## src/pkg/port_glue_pkg.sv

```systemverilog
package port_glue_pkg;
  // Host task register address width and data width.
  localparam int ADDR_W = 3;
  localparam int DATA_W = 16;
  localparam int MCU_ADDR_W = 7;
  localparam int MCU_DATA_W = 8;
  // Soft reset command code seen on the command register.
  localparam logic [7:0] SOFT_RESET_CMD = 8'h08;
  localparam logic [2:0] COMMAND_REG_ADDR = 3'h7;
  // Soft reset pulse length in core clock cycles.
  localparam int SOFT_RESET_CYCLES = 32768;
  localparam int AUX_DIV = 512;
  localparam int AUX_HALF = AUX_DIV / 2;
  // Power-up reset hold time and its cycle count at 20 MHz.
  localparam int CHIP_RESET_NS = 1000;
  localparam int CLOCK_NS = 50;
  localparam int CHIP_RESET_CYCLES = (CHIP_RESET_NS + CLOCK_NS - 1) / CLOCK_NS;
  // Clock output mode codes.
  localparam logic [1:0] CLK_FULL = 2'h0;
  localparam logic [1:0] CLK_DIV = 2'h1;
  localparam logic [1:0] CLK_OFF = 2'h2;
  // System reset bit position in the system control write register.
  localparam int SYS_RESET_BIT = 7;
  typedef enum logic [2:0] {
    H_IDLE = 3'h1,
    H_WAIT = 3'h2,
    H_HOLD = 3'h4
  } host_state_t;
endpackage

```

## src/pkg/port_glue_if.sv

```systemverilog
`timescale 1ns/1ps
`default_nettype none
interface port_glue_if;
  import port_glue_pkg::*;
  logic command_block_select_n;
  logic control_block_select_n;
  logic [ADDR_W-1:0] host_addr;
  logic host_read_strobe_n;
  logic host_write_strobe_n;
  logic [DATA_W-1:0] host_wdata;
  logic [DATA_W-1:0] host_rdata;
  logic host_data_oe;
  logic dma_request;
  logic host_dma_ack_n;
  logic host_interrupt_request;
  logic wide_transfer_n;
  logic iordy;
  logic drive_present_n_o;
  logic drive_present_n_oe;
  logic diag_passed_n_o;
  logic diag_passed_n_oe;
  logic host_reset_n;
  // Open-drain wires resolve with a pull-up.
  wire drive_present_n = ~drive_present_n_oe | drive_present_n_o;
  wire diag_passed_n = ~diag_passed_n_oe | diag_passed_n_o;
  modport device (
    input command_block_select_n, control_block_select_n, host_addr,
    input host_read_strobe_n, host_write_strobe_n, host_wdata, host_dma_ack_n,
    input host_reset_n, drive_present_n, diag_passed_n,
    output host_rdata, host_data_oe, dma_request, host_interrupt_request,
    output wide_transfer_n, iordy, drive_present_n_o, drive_present_n_oe,
    output diag_passed_n_o, diag_passed_n_oe
  );
  modport host (
    output command_block_select_n, control_block_select_n, host_addr,
    output host_read_strobe_n, host_write_strobe_n, host_wdata, host_dma_ack_n,
    output host_reset_n,
    input host_rdata, host_data_oe, dma_request, host_interrupt_request,
    input wide_transfer_n, iordy, drive_present_n, diag_passed_n
  );
endinterface
`default_nettype wire

```

## src/logic/ata_device_end.sv

```systemverilog
`timescale 1ns/1ps
`default_nettype none
module ata_device_end #(
  parameter int PULSE_CYCLES = port_glue_pkg::SOFT_RESET_CYCLES
) (
  // Core clock and reset.
  input wire logic clock,
  input wire logic rst,
  input wire logic chip_reset_n,
  // Host port.
  port_glue_if.device hp,
  // Configuration straps.
  input wire logic second_drive,
  input wire logic wide_capable,
  input wire logic [1:0] master_clock_mode,
  input wire logic [1:0] aux_clock_mode,
  // Local data path requests.
  input wire logic data_ready,
  input wire logic dma_pending,
  input wire logic host_irq_event,
  input wire logic diag_done,
  input wire logic buffer_busy,
  input wire logic [port_glue_pkg::DATA_W-1:0] read_data,
  output logic [port_glue_pkg::DATA_W-1:0] write_data,
  output logic write_strobe,
  output logic [port_glue_pkg::ADDR_W-1:0] reg_addr,
  output logic reg_control_sel,
  output logic other_drive_present,
  output logic other_diag_passed,
  // Microcontroller port.
  input wire logic select_polarity,
  input wire logic mcu_select,
  input wire logic mcu_read_n,
  input wire logic mcu_write_n,
  input wire logic [port_glue_pkg::MCU_ADDR_W-1:0] mcu_addr,
  input wire logic [port_glue_pkg::MCU_DATA_W-1:0] mcu_data_i,
  output logic [port_glue_pkg::MCU_DATA_W-1:0] mcu_data_o,
  output logic mcu_data_oe,
  output logic mcu_wait_n,
  input wire logic mcu_irq_event,
  output logic mcu_irq_n,
  output logic ide_mcu_irq_n,
  input wire logic system_reset_bit,
  input wire logic [port_glue_pkg::MCU_DATA_W-1:0] mcu_reg_rdata,
  // Clock and reset outputs.
  output logic master_clock_out,
  output logic aux_clock_out,
  output logic reset_ic_drive_n_o,
  output logic reset_ic_drive_n_oe,
  output logic cpu_reset_out_n
);
  import port_glue_pkg::*;

  typedef struct packed {
    logic [DATA_W-1:0] wdata;
    logic wstb;
    logic [ADDR_W-1:0] addr;
    logic ctl;
    logic [DATA_W-1:0] rdata;
    logic half;
    logic [8:0] aux_cnt;
    logic aux;
    logic [15:0] pulse_cnt;
    logic pulse;
    logic soft_irq;
    logic wr_d1;
    logic present;
    logic diag;
  } dev_state_t;

  dev_state_t s_q, s_d;
  logic host_sel;
  logic mcu_sel_act;

  // Either select reaches a register set; both at once are ignored.
  assign host_sel = hp.command_block_select_n ^ hp.control_block_select_n;

  always_comb begin
    s_d = s_q;
    s_d.wstb = 1'b0;
    s_d.wr_d1 = hp.host_write_strobe_n;
    s_d.rdata = read_data;
    // Latch the address at any selected access.
    if (host_sel) begin
      s_d.addr = hp.host_addr;
      s_d.ctl = ~hp.control_block_select_n;
    end
    // Write is taken on the rising edge of the strobe.
    if (host_sel && hp.host_write_strobe_n && !s_q.wr_d1) begin
      s_d.wdata = hp.host_wdata;
      s_d.wstb = 1'b1;
      // Soft reset starts a counted pulse.
      if (hp.command_block_select_n == 1'b0 && hp.host_addr == COMMAND_REG_ADDR &&
          hp.host_wdata[7:0] == SOFT_RESET_CMD) begin
        s_d.pulse = 1'b1;
        s_d.pulse_cnt = 16'(PULSE_CYCLES - 1);
        s_d.soft_irq = 1'b1;
      end
    end
    if (s_q.pulse && s_d.pulse_cnt == s_q.pulse_cnt) begin
      if (s_q.pulse_cnt == 16'h0000) begin
        s_d.pulse = 1'b0;
      end else begin
        s_d.pulse_cnt = s_q.pulse_cnt - 16'h0001;
      end
    end
    // The soft reset interrupt clears on a microcontroller read only when no soft reset pulse is starting or continuing into the next cycle.
    if (mcu_sel_act && !mcu_read_n && !s_d.pulse) begin
      s_d.soft_irq = 1'b0;
    end
    // Clock dividers run from the core clock.
    s_d.half = ~s_q.half;
    if (s_q.aux_cnt == 9'(AUX_HALF - 1)) begin
      s_d.aux_cnt = 9'h000;
      s_d.aux = ~s_q.aux;
    end else begin
      s_d.aux_cnt = s_q.aux_cnt + 9'h001;
    end
    s_d.present = hp.drive_present_n;
    s_d.diag = hp.diag_passed_n;
  end

  // Whole device state resets on rst or a low chip reset.
  always_ff @(posedge clock or posedge rst) begin
    if (rst) begin
      s_q <= '0;
      s_q.wr_d1 <= 1'b1;
      s_q.present <= 1'b1;
      s_q.diag <= 1'b1;
    end else if (!chip_reset_n) begin
      s_q <= '0;
      s_q.wr_d1 <= 1'b1;
      s_q.present <= 1'b1;
      s_q.diag <= 1'b1;
    end else begin
      s_q <= s_d;
    end
  end

  // Host facing outputs.
  assign write_data = s_q.wdata;
  assign write_strobe = s_q.wstb;
  assign reg_addr = s_q.addr;
  assign reg_control_sel = s_q.ctl;
  assign hp.host_rdata = s_q.rdata;
  assign hp.host_data_oe = host_sel && !hp.host_read_strobe_n;
  assign hp.dma_request = dma_pending;
  assign hp.host_interrupt_request = host_irq_event;
  // Wide indication is dropped whenever a DMA acknowledge is active.
  assign hp.wide_transfer_n = ~(wide_capable && host_sel && hp.host_dma_ack_n);
  assign hp.iordy = data_ready;
  // Presence and diagnostics are driven only as the second drive.
  assign hp.drive_present_n_o = 1'b0;
  assign hp.drive_present_n_oe = second_drive;
  assign hp.diag_passed_n_o = 1'b0;
  assign hp.diag_passed_n_oe = second_drive && diag_done;
  assign other_drive_present = ~second_drive && ~s_q.present;
  assign other_diag_passed = ~second_drive && ~s_q.diag;

  // Select polarity: high strap means active-low select.
  assign mcu_sel_act = select_polarity ? ~mcu_select : mcu_select;
  assign mcu_data_o = mcu_reg_rdata;
  assign mcu_data_oe = mcu_sel_act && !mcu_read_n && mcu_write_n;
  // Wait stays low while the buffer cannot complete the access.
  assign mcu_wait_n = ~(mcu_sel_act && buffer_busy && (!mcu_read_n || !mcu_write_n));
  assign mcu_irq_n = ~(mcu_irq_event || s_q.soft_irq);
  assign ide_mcu_irq_n = ~host_irq_event;

  // Clock outputs are gated combinationally; a mode change may glitch.
  assign master_clock_out = (master_clock_mode == CLK_FULL) ? clock :
                            (master_clock_mode == CLK_DIV) ? s_q.half : 1'b0;
  assign aux_clock_out = (aux_clock_mode == CLK_FULL) ? clock :
                         (aux_clock_mode == CLK_DIV) ? s_q.aux : 1'b0;
  assign reset_ic_drive_n_o = 1'b0;
  assign reset_ic_drive_n_oe = system_reset_bit || !hp.host_reset_n;
  // Chip reset passes straight through; otherwise the soft pulse drives low.
  assign cpu_reset_out_n = chip_reset_n && !s_q.pulse;
endmodule
`default_nettype wire

```

## src/flat_wrapper.sv

```systemverilog
// flat-port wrapper written by rule: the top's interface ports become plain ports
module ata_device_end_flat import port_glue_pkg::*;
#(
  parameter int PULSE_CYCLES = port_glue_pkg::SOFT_RESET_CYCLES
)
  (clock, rst, chip_reset_n, second_drive, wide_capable, master_clock_mode, aux_clock_mode, data_ready, dma_pending, host_irq_event, diag_done, buffer_busy, read_data, write_data, write_strobe, reg_addr, reg_control_sel, other_drive_present, other_diag_passed, select_polarity, mcu_select, mcu_read_n, mcu_write_n, mcu_addr, mcu_data_i, mcu_data_o, mcu_data_oe, mcu_wait_n, mcu_irq_event, mcu_irq_n, ide_mcu_irq_n, system_reset_bit, mcu_reg_rdata, master_clock_out, aux_clock_out, reset_ic_drive_n_o, reset_ic_drive_n_oe, cpu_reset_out_n, hp_command_block_select_n, hp_control_block_select_n, hp_host_addr, hp_host_read_strobe_n, hp_host_write_strobe_n, hp_host_wdata, hp_host_dma_ack_n, hp_host_reset_n, hp_host_rdata, hp_host_data_oe, hp_dma_request, hp_host_interrupt_request, hp_wide_transfer_n, hp_iordy, hp_drive_present_n_o, hp_drive_present_n_oe, hp_diag_passed_n_o, hp_diag_passed_n_oe);
  port_glue_if hp_i ();
  input wire logic clock;
  input wire logic rst;
  input wire logic chip_reset_n;
  input wire logic second_drive;
  input wire logic wide_capable;
  input wire logic [1:0] master_clock_mode;
  input wire logic [1:0] aux_clock_mode;
  input wire logic data_ready;
  input wire logic dma_pending;
  input wire logic host_irq_event;
  input wire logic diag_done;
  input wire logic buffer_busy;
  input wire logic [port_glue_pkg::DATA_W-1:0] read_data;
  output logic [port_glue_pkg::DATA_W-1:0] write_data;
  output logic write_strobe;
  output logic [port_glue_pkg::ADDR_W-1:0] reg_addr;
  output logic reg_control_sel;
  output logic other_drive_present;
  output logic other_diag_passed;
  input wire logic select_polarity;
  input wire logic mcu_select;
  input wire logic mcu_read_n;
  input wire logic mcu_write_n;
  input wire logic [port_glue_pkg::MCU_ADDR_W-1:0] mcu_addr;
  input wire logic [port_glue_pkg::MCU_DATA_W-1:0] mcu_data_i;
  output logic [port_glue_pkg::MCU_DATA_W-1:0] mcu_data_o;
  output logic mcu_data_oe;
  output logic mcu_wait_n;
  input wire logic mcu_irq_event;
  output logic mcu_irq_n;
  output logic ide_mcu_irq_n;
  input wire logic system_reset_bit;
  input wire logic [port_glue_pkg::MCU_DATA_W-1:0] mcu_reg_rdata;
  output logic master_clock_out;
  output logic aux_clock_out;
  output logic reset_ic_drive_n_o;
  output logic reset_ic_drive_n_oe;
  output logic cpu_reset_out_n;
  input wire logic [$bits(hp_i.command_block_select_n)-1:0] hp_command_block_select_n;
  input wire logic [$bits(hp_i.control_block_select_n)-1:0] hp_control_block_select_n;
  input wire logic [$bits(hp_i.host_addr)-1:0] hp_host_addr;
  input wire logic [$bits(hp_i.host_read_strobe_n)-1:0] hp_host_read_strobe_n;
  input wire logic [$bits(hp_i.host_write_strobe_n)-1:0] hp_host_write_strobe_n;
  input wire logic [$bits(hp_i.host_wdata)-1:0] hp_host_wdata;
  input wire logic [$bits(hp_i.host_dma_ack_n)-1:0] hp_host_dma_ack_n;
  input wire logic [$bits(hp_i.host_reset_n)-1:0] hp_host_reset_n;
  output wire logic [$bits(hp_i.host_rdata)-1:0] hp_host_rdata;
  output wire logic [$bits(hp_i.host_data_oe)-1:0] hp_host_data_oe;
  output wire logic [$bits(hp_i.dma_request)-1:0] hp_dma_request;
  output wire logic [$bits(hp_i.host_interrupt_request)-1:0] hp_host_interrupt_request;
  output wire logic [$bits(hp_i.wide_transfer_n)-1:0] hp_wide_transfer_n;
  output wire logic [$bits(hp_i.iordy)-1:0] hp_iordy;
  output wire logic [$bits(hp_i.drive_present_n_o)-1:0] hp_drive_present_n_o;
  output wire logic [$bits(hp_i.drive_present_n_oe)-1:0] hp_drive_present_n_oe;
  output wire logic [$bits(hp_i.diag_passed_n_o)-1:0] hp_diag_passed_n_o;
  output wire logic [$bits(hp_i.diag_passed_n_oe)-1:0] hp_diag_passed_n_oe;
  assign hp_i.command_block_select_n = hp_command_block_select_n;
  assign hp_i.control_block_select_n = hp_control_block_select_n;
  assign hp_i.host_addr = hp_host_addr;
  assign hp_i.host_read_strobe_n = hp_host_read_strobe_n;
  assign hp_i.host_write_strobe_n = hp_host_write_strobe_n;
  assign hp_i.host_wdata = hp_host_wdata;
  assign hp_i.host_dma_ack_n = hp_host_dma_ack_n;
  assign hp_i.host_reset_n = hp_host_reset_n;
  assign hp_host_rdata = hp_i.host_rdata;
  assign hp_host_data_oe = hp_i.host_data_oe;
  assign hp_dma_request = hp_i.dma_request;
  assign hp_host_interrupt_request = hp_i.host_interrupt_request;
  assign hp_wide_transfer_n = hp_i.wide_transfer_n;
  assign hp_iordy = hp_i.iordy;
  assign hp_drive_present_n_o = hp_i.drive_present_n_o;
  assign hp_drive_present_n_oe = hp_i.drive_present_n_oe;
  assign hp_diag_passed_n_o = hp_i.diag_passed_n_o;
  assign hp_diag_passed_n_oe = hp_i.diag_passed_n_oe;
  ata_device_end #(.PULSE_CYCLES(PULSE_CYCLES)) u_core (.clock(clock), .rst(rst), .chip_reset_n(chip_reset_n), .hp(hp_i), .second_drive(second_drive), .wide_capable(wide_capable), .master_clock_mode(master_clock_mode), .aux_clock_mode(aux_clock_mode), .data_ready(data_ready), .dma_pending(dma_pending), .host_irq_event(host_irq_event), .diag_done(diag_done), .buffer_busy(buffer_busy), .read_data(read_data), .write_data(write_data), .write_strobe(write_strobe), .reg_addr(reg_addr), .reg_control_sel(reg_control_sel), .other_drive_present(other_drive_present), .other_diag_passed(other_diag_passed), .select_polarity(select_polarity), .mcu_select(mcu_select), .mcu_read_n(mcu_read_n), .mcu_write_n(mcu_write_n), .mcu_addr(mcu_addr), .mcu_data_i(mcu_data_i), .mcu_data_o(mcu_data_o), .mcu_data_oe(mcu_data_oe), .mcu_wait_n(mcu_wait_n), .mcu_irq_event(mcu_irq_event), .mcu_irq_n(mcu_irq_n), .ide_mcu_irq_n(ide_mcu_irq_n), .system_reset_bit(system_reset_bit), .mcu_reg_rdata(mcu_reg_rdata), .master_clock_out(master_clock_out), .aux_clock_out(aux_clock_out), .reset_ic_drive_n_o(reset_ic_drive_n_o), .reset_ic_drive_n_oe(reset_ic_drive_n_oe), .cpu_reset_out_n(cpu_reset_out_n));
endmodule
```

## config.mk

```make
export PLATFORM = sky130hd
export DESIGN_NAME = ata_device_end_flat
export DESIGN_NICKNAME = d
export VERILOG_FILES = /design/src/pkg/port_glue_pkg.sv /design/src/pkg/port_glue_if.sv /design/src/logic/ata_device_end.sv /design/src/flat_wrapper.sv
export SDC_FILE = /design/constraint.sdc
export NUM_CORES = 1
export LEC_CHECK = 0
export BUFFER_PORTS_ARGS = -buffer_cell sky130_fd_sc_hd__clkbuf_2
export CELL_PAD_IN_SITES_DETAIL_PLACEMENT = 1
export CELL_PAD_IN_SITES_GLOBAL_PLACEMENT = 1
export CORE_MARGIN = 3
export CORE_UTILIZATION = 35
export DETAILED_ROUTE_END_ITERATION = 8
export PLACE_DENSITY_LB_ADDON = 0.1
export SYNTH_ARGS = -nofsm -noshare
export SYNTH_HDL_FRONTEND = slang
export SYNTH_SLANG_ARGS = --single-unit
```

## constraint.sdc

```tcl
create_clock -name clock -period 3.1 [get_ports clock]
set_input_delay 0.155 -clock clock [delete_from_list [all_inputs] [get_ports clock]]
set_output_delay 0.155 -clock clock [all_outputs]
set_load 0.02 [all_outputs]
```

# After elaboration in Yosys (flattened, before gate mapping)
# Cells that the tools add are included.
# totals
ff_bits,69
in_bits,84
out_inout_bits,65
word_cells,88
# op_classes
n_addsub,2
eq_ne,11
n_mux,16
bitwise,14
n_reduce_logical,31
# op_table
operator,n
$mux 69,1
$mux 18,2
$mux 17,2
$logic_and 1x1->1,17
$eq 16x16->1,1
$logic_not 16->1,1
$mux 16,1
$sub 16x1->16 const B,1
$not 1->1,13
$add 9x1->9 const B,1
$eq 9x8->1 const B,1
$mux 9,1
$eq 8x4->1 const B,1
$mux 1,8
$logic_not 1->1,7
$ne 2x1->1 const B,3
$ne 3x1->1 const B,2
$eq 2x1->1 const B,2
$logic_not 2->1,2
$mux 4,1
$eq 3x3->1 const B,1
$logic_or 1x1->1,3
$reduce_and 2->1,1
$xor 1x1->1,1

# Logic depth before layout (Yosys ltp)
# depth
ltp_word,12
ltp_mapped,9
mapped_depth_nobuf,7

==> key figures <==
Power and ir drop
  – Final Power: 2.087 mW
  – Peak supply drop: 185.6 uV
  – P_leak: 2.288 nW
  – Total power per unit cell area: 455.8 nW/um^2

Yosys
  – Post-synthesis cell type count: 55
  – Post-synthesis async set-or-reset flop share: 100.0%
  – Synth Area in Adders: 0.6899%
  – Post-Syn Area: 3627 sq um
  – Synth Instances: 387
  – Synth Area in Simple Gates: 21.42%
  – Largest family of logic cells by synthesized area: simple AND/OR/NAND/NOR gates
  – Mux contribution to synthesized area: 1.380%
  – Main flop type after synthesis: dfrtp_1
  – #FFs+latches synth: 69
  – Xor/xnor share of the synthesized area: 3.139%
  – Synth Warn #: 0
  – Compound-Gate Fraction of Synth Area: 11.45%
  – Register area share after synthesis: 47.71%
  – Count of flip-flops with a built-in enable after synthesis: 0
  – Syn Area/Cell: 9.373 sq um

Floorplanning
  – Initial Util: 36.60%
  – Die area: 11,620 sq um
  – Placeable Area: 9910 sq um
  – Die span in x: 107.8 microns
  – I/O pins: 149
  – Row cnt: 36
  – Die height: 107.8 microns

Timing
  – Slew HR: 51.89%
  – Fin crit share: 88.91%
  – Clk_skew: 0.004825 ns
  – Final Max Slew Viols: 0
  – Worst-margin pin slew: 0.7193 ns
  – Final min period: 2.756 ns
  – Maximum clock rate: 0.3628 GHz
  – Hold WS: 0.05055 ns
  – Fin Setup TNS: 0 ns
  – Final Hold Fails: 0
  – RSZ-0062 raised after global routing: false
  – Finish-stage setup viols: 0

Hold path
  – Hold/Removal Path Class: input pin to flip-flop
  – HP Start: mcu_read_n
  – Hold depth: 3

Layout
  – Antenna fix cells: 0
  – Share of cells above drive strength 1: 30.18%
  – Fill cell count: 1,204
  – P&R area growth vs syn: 26.22%
  – NumNets Final: 578
  – Final Cell Area: 4578 sq um

Setup path
  – Crit Path Class: flip-flop to flip-flop
  – Critical path data required time: 3.43 ns
  – Type of origin of the critical path: flip-flop
  – R2R Path Start: u_core.s_q[5]$_DFF_PP0_
  – R2R depth: 7
  – CP arrival: 3.09 ns
  – Crit path max fanout: 11
  – Worst setup EP type: flip-flop
  – Critical Path Source: u_core.s_q[5]$_DFF_PP0_

GRT
  – Initial antenna violation count: 0
  – First-pass GRT wire length: 16,030 microns
  – Total track usage: 17.69%
  – Remaining global-route overflow: 0
  – Vias in the first global route: 3,316
  – Largest net degree at the start of global routing: 38

Job
  – Total of max-cap violations: 0

CTS
  – Post-cts gate resize count: 0
  – CTS tree: built
  – Hold-fix buffer count after cts: 41
  – Clock-pin transition on the worst setup and hold timing paths: 0.08 ns
  – Setup Buffers After CTS: 0
  – Clk_lat worst skew: 0.44 ns

Detailed routing
  – Initial DRC count: 116
  – WL/cell: 15.42 microns
  – DRT Wirelength: 9714 microns
  – Vias per inst: 4.829
  – DRC Markers: 0
  – DRT antenna net count: 0
  – DR pass1 iterations: 4
  – DR vias: 3,042

Status
  – Outcome: finished, final reports clean

Placed design
  – Placed cell area: 3915 sq um
  – Routability congestion estimate: 0.7989
  – IO buf count: 110
  – DP HPWL: 6521 microns
## area by class of cell
| class | count | area [sq um] | share of cell area (%) |
|---|---|---|---|
| clock inverters | 7 | 73.82 | 1.612 |
| repair buffers | 155 | 996.0 | 21.75 |
| well taps | 133 | 166.4 | 3.635 |
| inverters | 8 | 30.03 | 0.6559 |
| flip-flops and latches | 69 | 1730 | 37.80 |
| clock buffers | 15 | 188.9 | 4.127 |
| multi-input cells | 243 | 1393 | 30.42 |
## worst max-delay path, cell delays in order (launching register included)
cell and delay [ns]:
dfrtp_1 0.45, inv_1 0.09, ha_1 0.22, or4b_1 0.62, o41ai_4 0.44, o21ba_1 0.32
nor4b_2 0.21, a211o_1 0.28
## sequential cells by signal (all words and copies together), names as in the netlist
register and count:
u_core.s_q 32, u_core.hp.host_rdata 16, u_core.write_data 16, u_core.reg_addr 3, u_core.reg_control_sel 1, u_core.write_strobe 1
## cells by family after synthesis
| family | Yosys count |
|---|---|
| flip-flops | 69 |
| multiplexers | 5 |
| buffers and inverters | 77 |
| AND/OR/NAND/NOR | 150 |
| XOR/XNOR | 13 |
| other | 1 |
| AO/OA/AOI/OAI | 70 |
| adder cells (fa/ha/maj) | 2 |
## per-layer routing
| layer | up-vias | routed length (microns) | global-route usage [%] |
|---|---|---|---|
| met2 | 85 | 4965 | 29.53 |
| met1 | 1476 | 4107 | 21.09 |
| met3 | 16 | 483 | 5.039 |
| met4 | 0 | 158 | 7.935 |
| met5 | - | 0 | 0 |
| li1 | 1465 | - | - |
## cell usage after synthesis, types with 3 or more instances
cell type  number  area share (%)
a211oi_1        3            0.62
a21oi_1        36             5.0
and2_1         20             3.4
buf_4          52              11
buf_6           3            0.93
clkbuf_1       11             1.1
dfrtp_1        66              46
dfstp_2         3             2.2
inv_1           8            0.83
mux2i_1         5             1.4
nand2_1        47             4.9
nand3_1         7            0.97
nand4_1         5            0.86
nor2_1         31             3.2
nor3_1          8             1.1
nor4_1          6             1.0
o21ai_0        18             2.5
or2_2           3            0.52
xnor2_1         5             1.2
xor2_1          8             1.9
## path summary, 6_finish.rpt
kind	endpoint	slack [ns]
hold reg to reg	u_core.s_q[31]$_DFF_PP0_	0.43
min in group asynchronous	u_core.write_data[15]$_DFFE_PP0P_	0.28
setup reg to reg	u_core.s_q[20]$_DFF_PP0_	0.34
max in group asynchronous	u_core.s_q[0]$_DFF_PP1_	2.04
hold / removal	u_core.s_q[3]$_DFFE_PP0P_	0.05
setup / recovery	u_core.s_q[20]$_DFF_PP0_	0.34
## through the flow
step	cells	worst slack [ns]	utilization [%]
final	630	0.3438	46.20
after global placement	569	0.4104	39.51
after global routing	630	0.1540	46.20
after CTS	630	0.3410	46.20
after floorplan	389	0.7831	-
after detailed placement	569	0.3504	39.51
## where the power goes
group | total [mW] | leakage [nW] | internal [mW] | switching, mW
Combinational | 0.236 | 1.21 | 0.104 | 0.132
Sequential | 0.938 | 0.928 | 0.926 | 0.0126
Clock | 0.913 | 0.153 | 0.496 | 0.417
## cell usage in the layout, fill, tap and decap left out, drive strengths merged, types with 3 or more instances in the layout
cell type and instances:
nor3 8, and2 20, clkinv 4, nor2 31
conb 3, dfrtp 66, nor4 6, a21oi 36
buf 6, mux2i 5, or4 4, dlygate4sd3 41
nand2 47, inv 9, xor2 8, nand4 6
dfstp 3, xnor2 5, or2 3, o21ai 19
nor4b 3, nand3 7, a211oi 3, clkbuf 123
(Power assumes the default switching activity.)
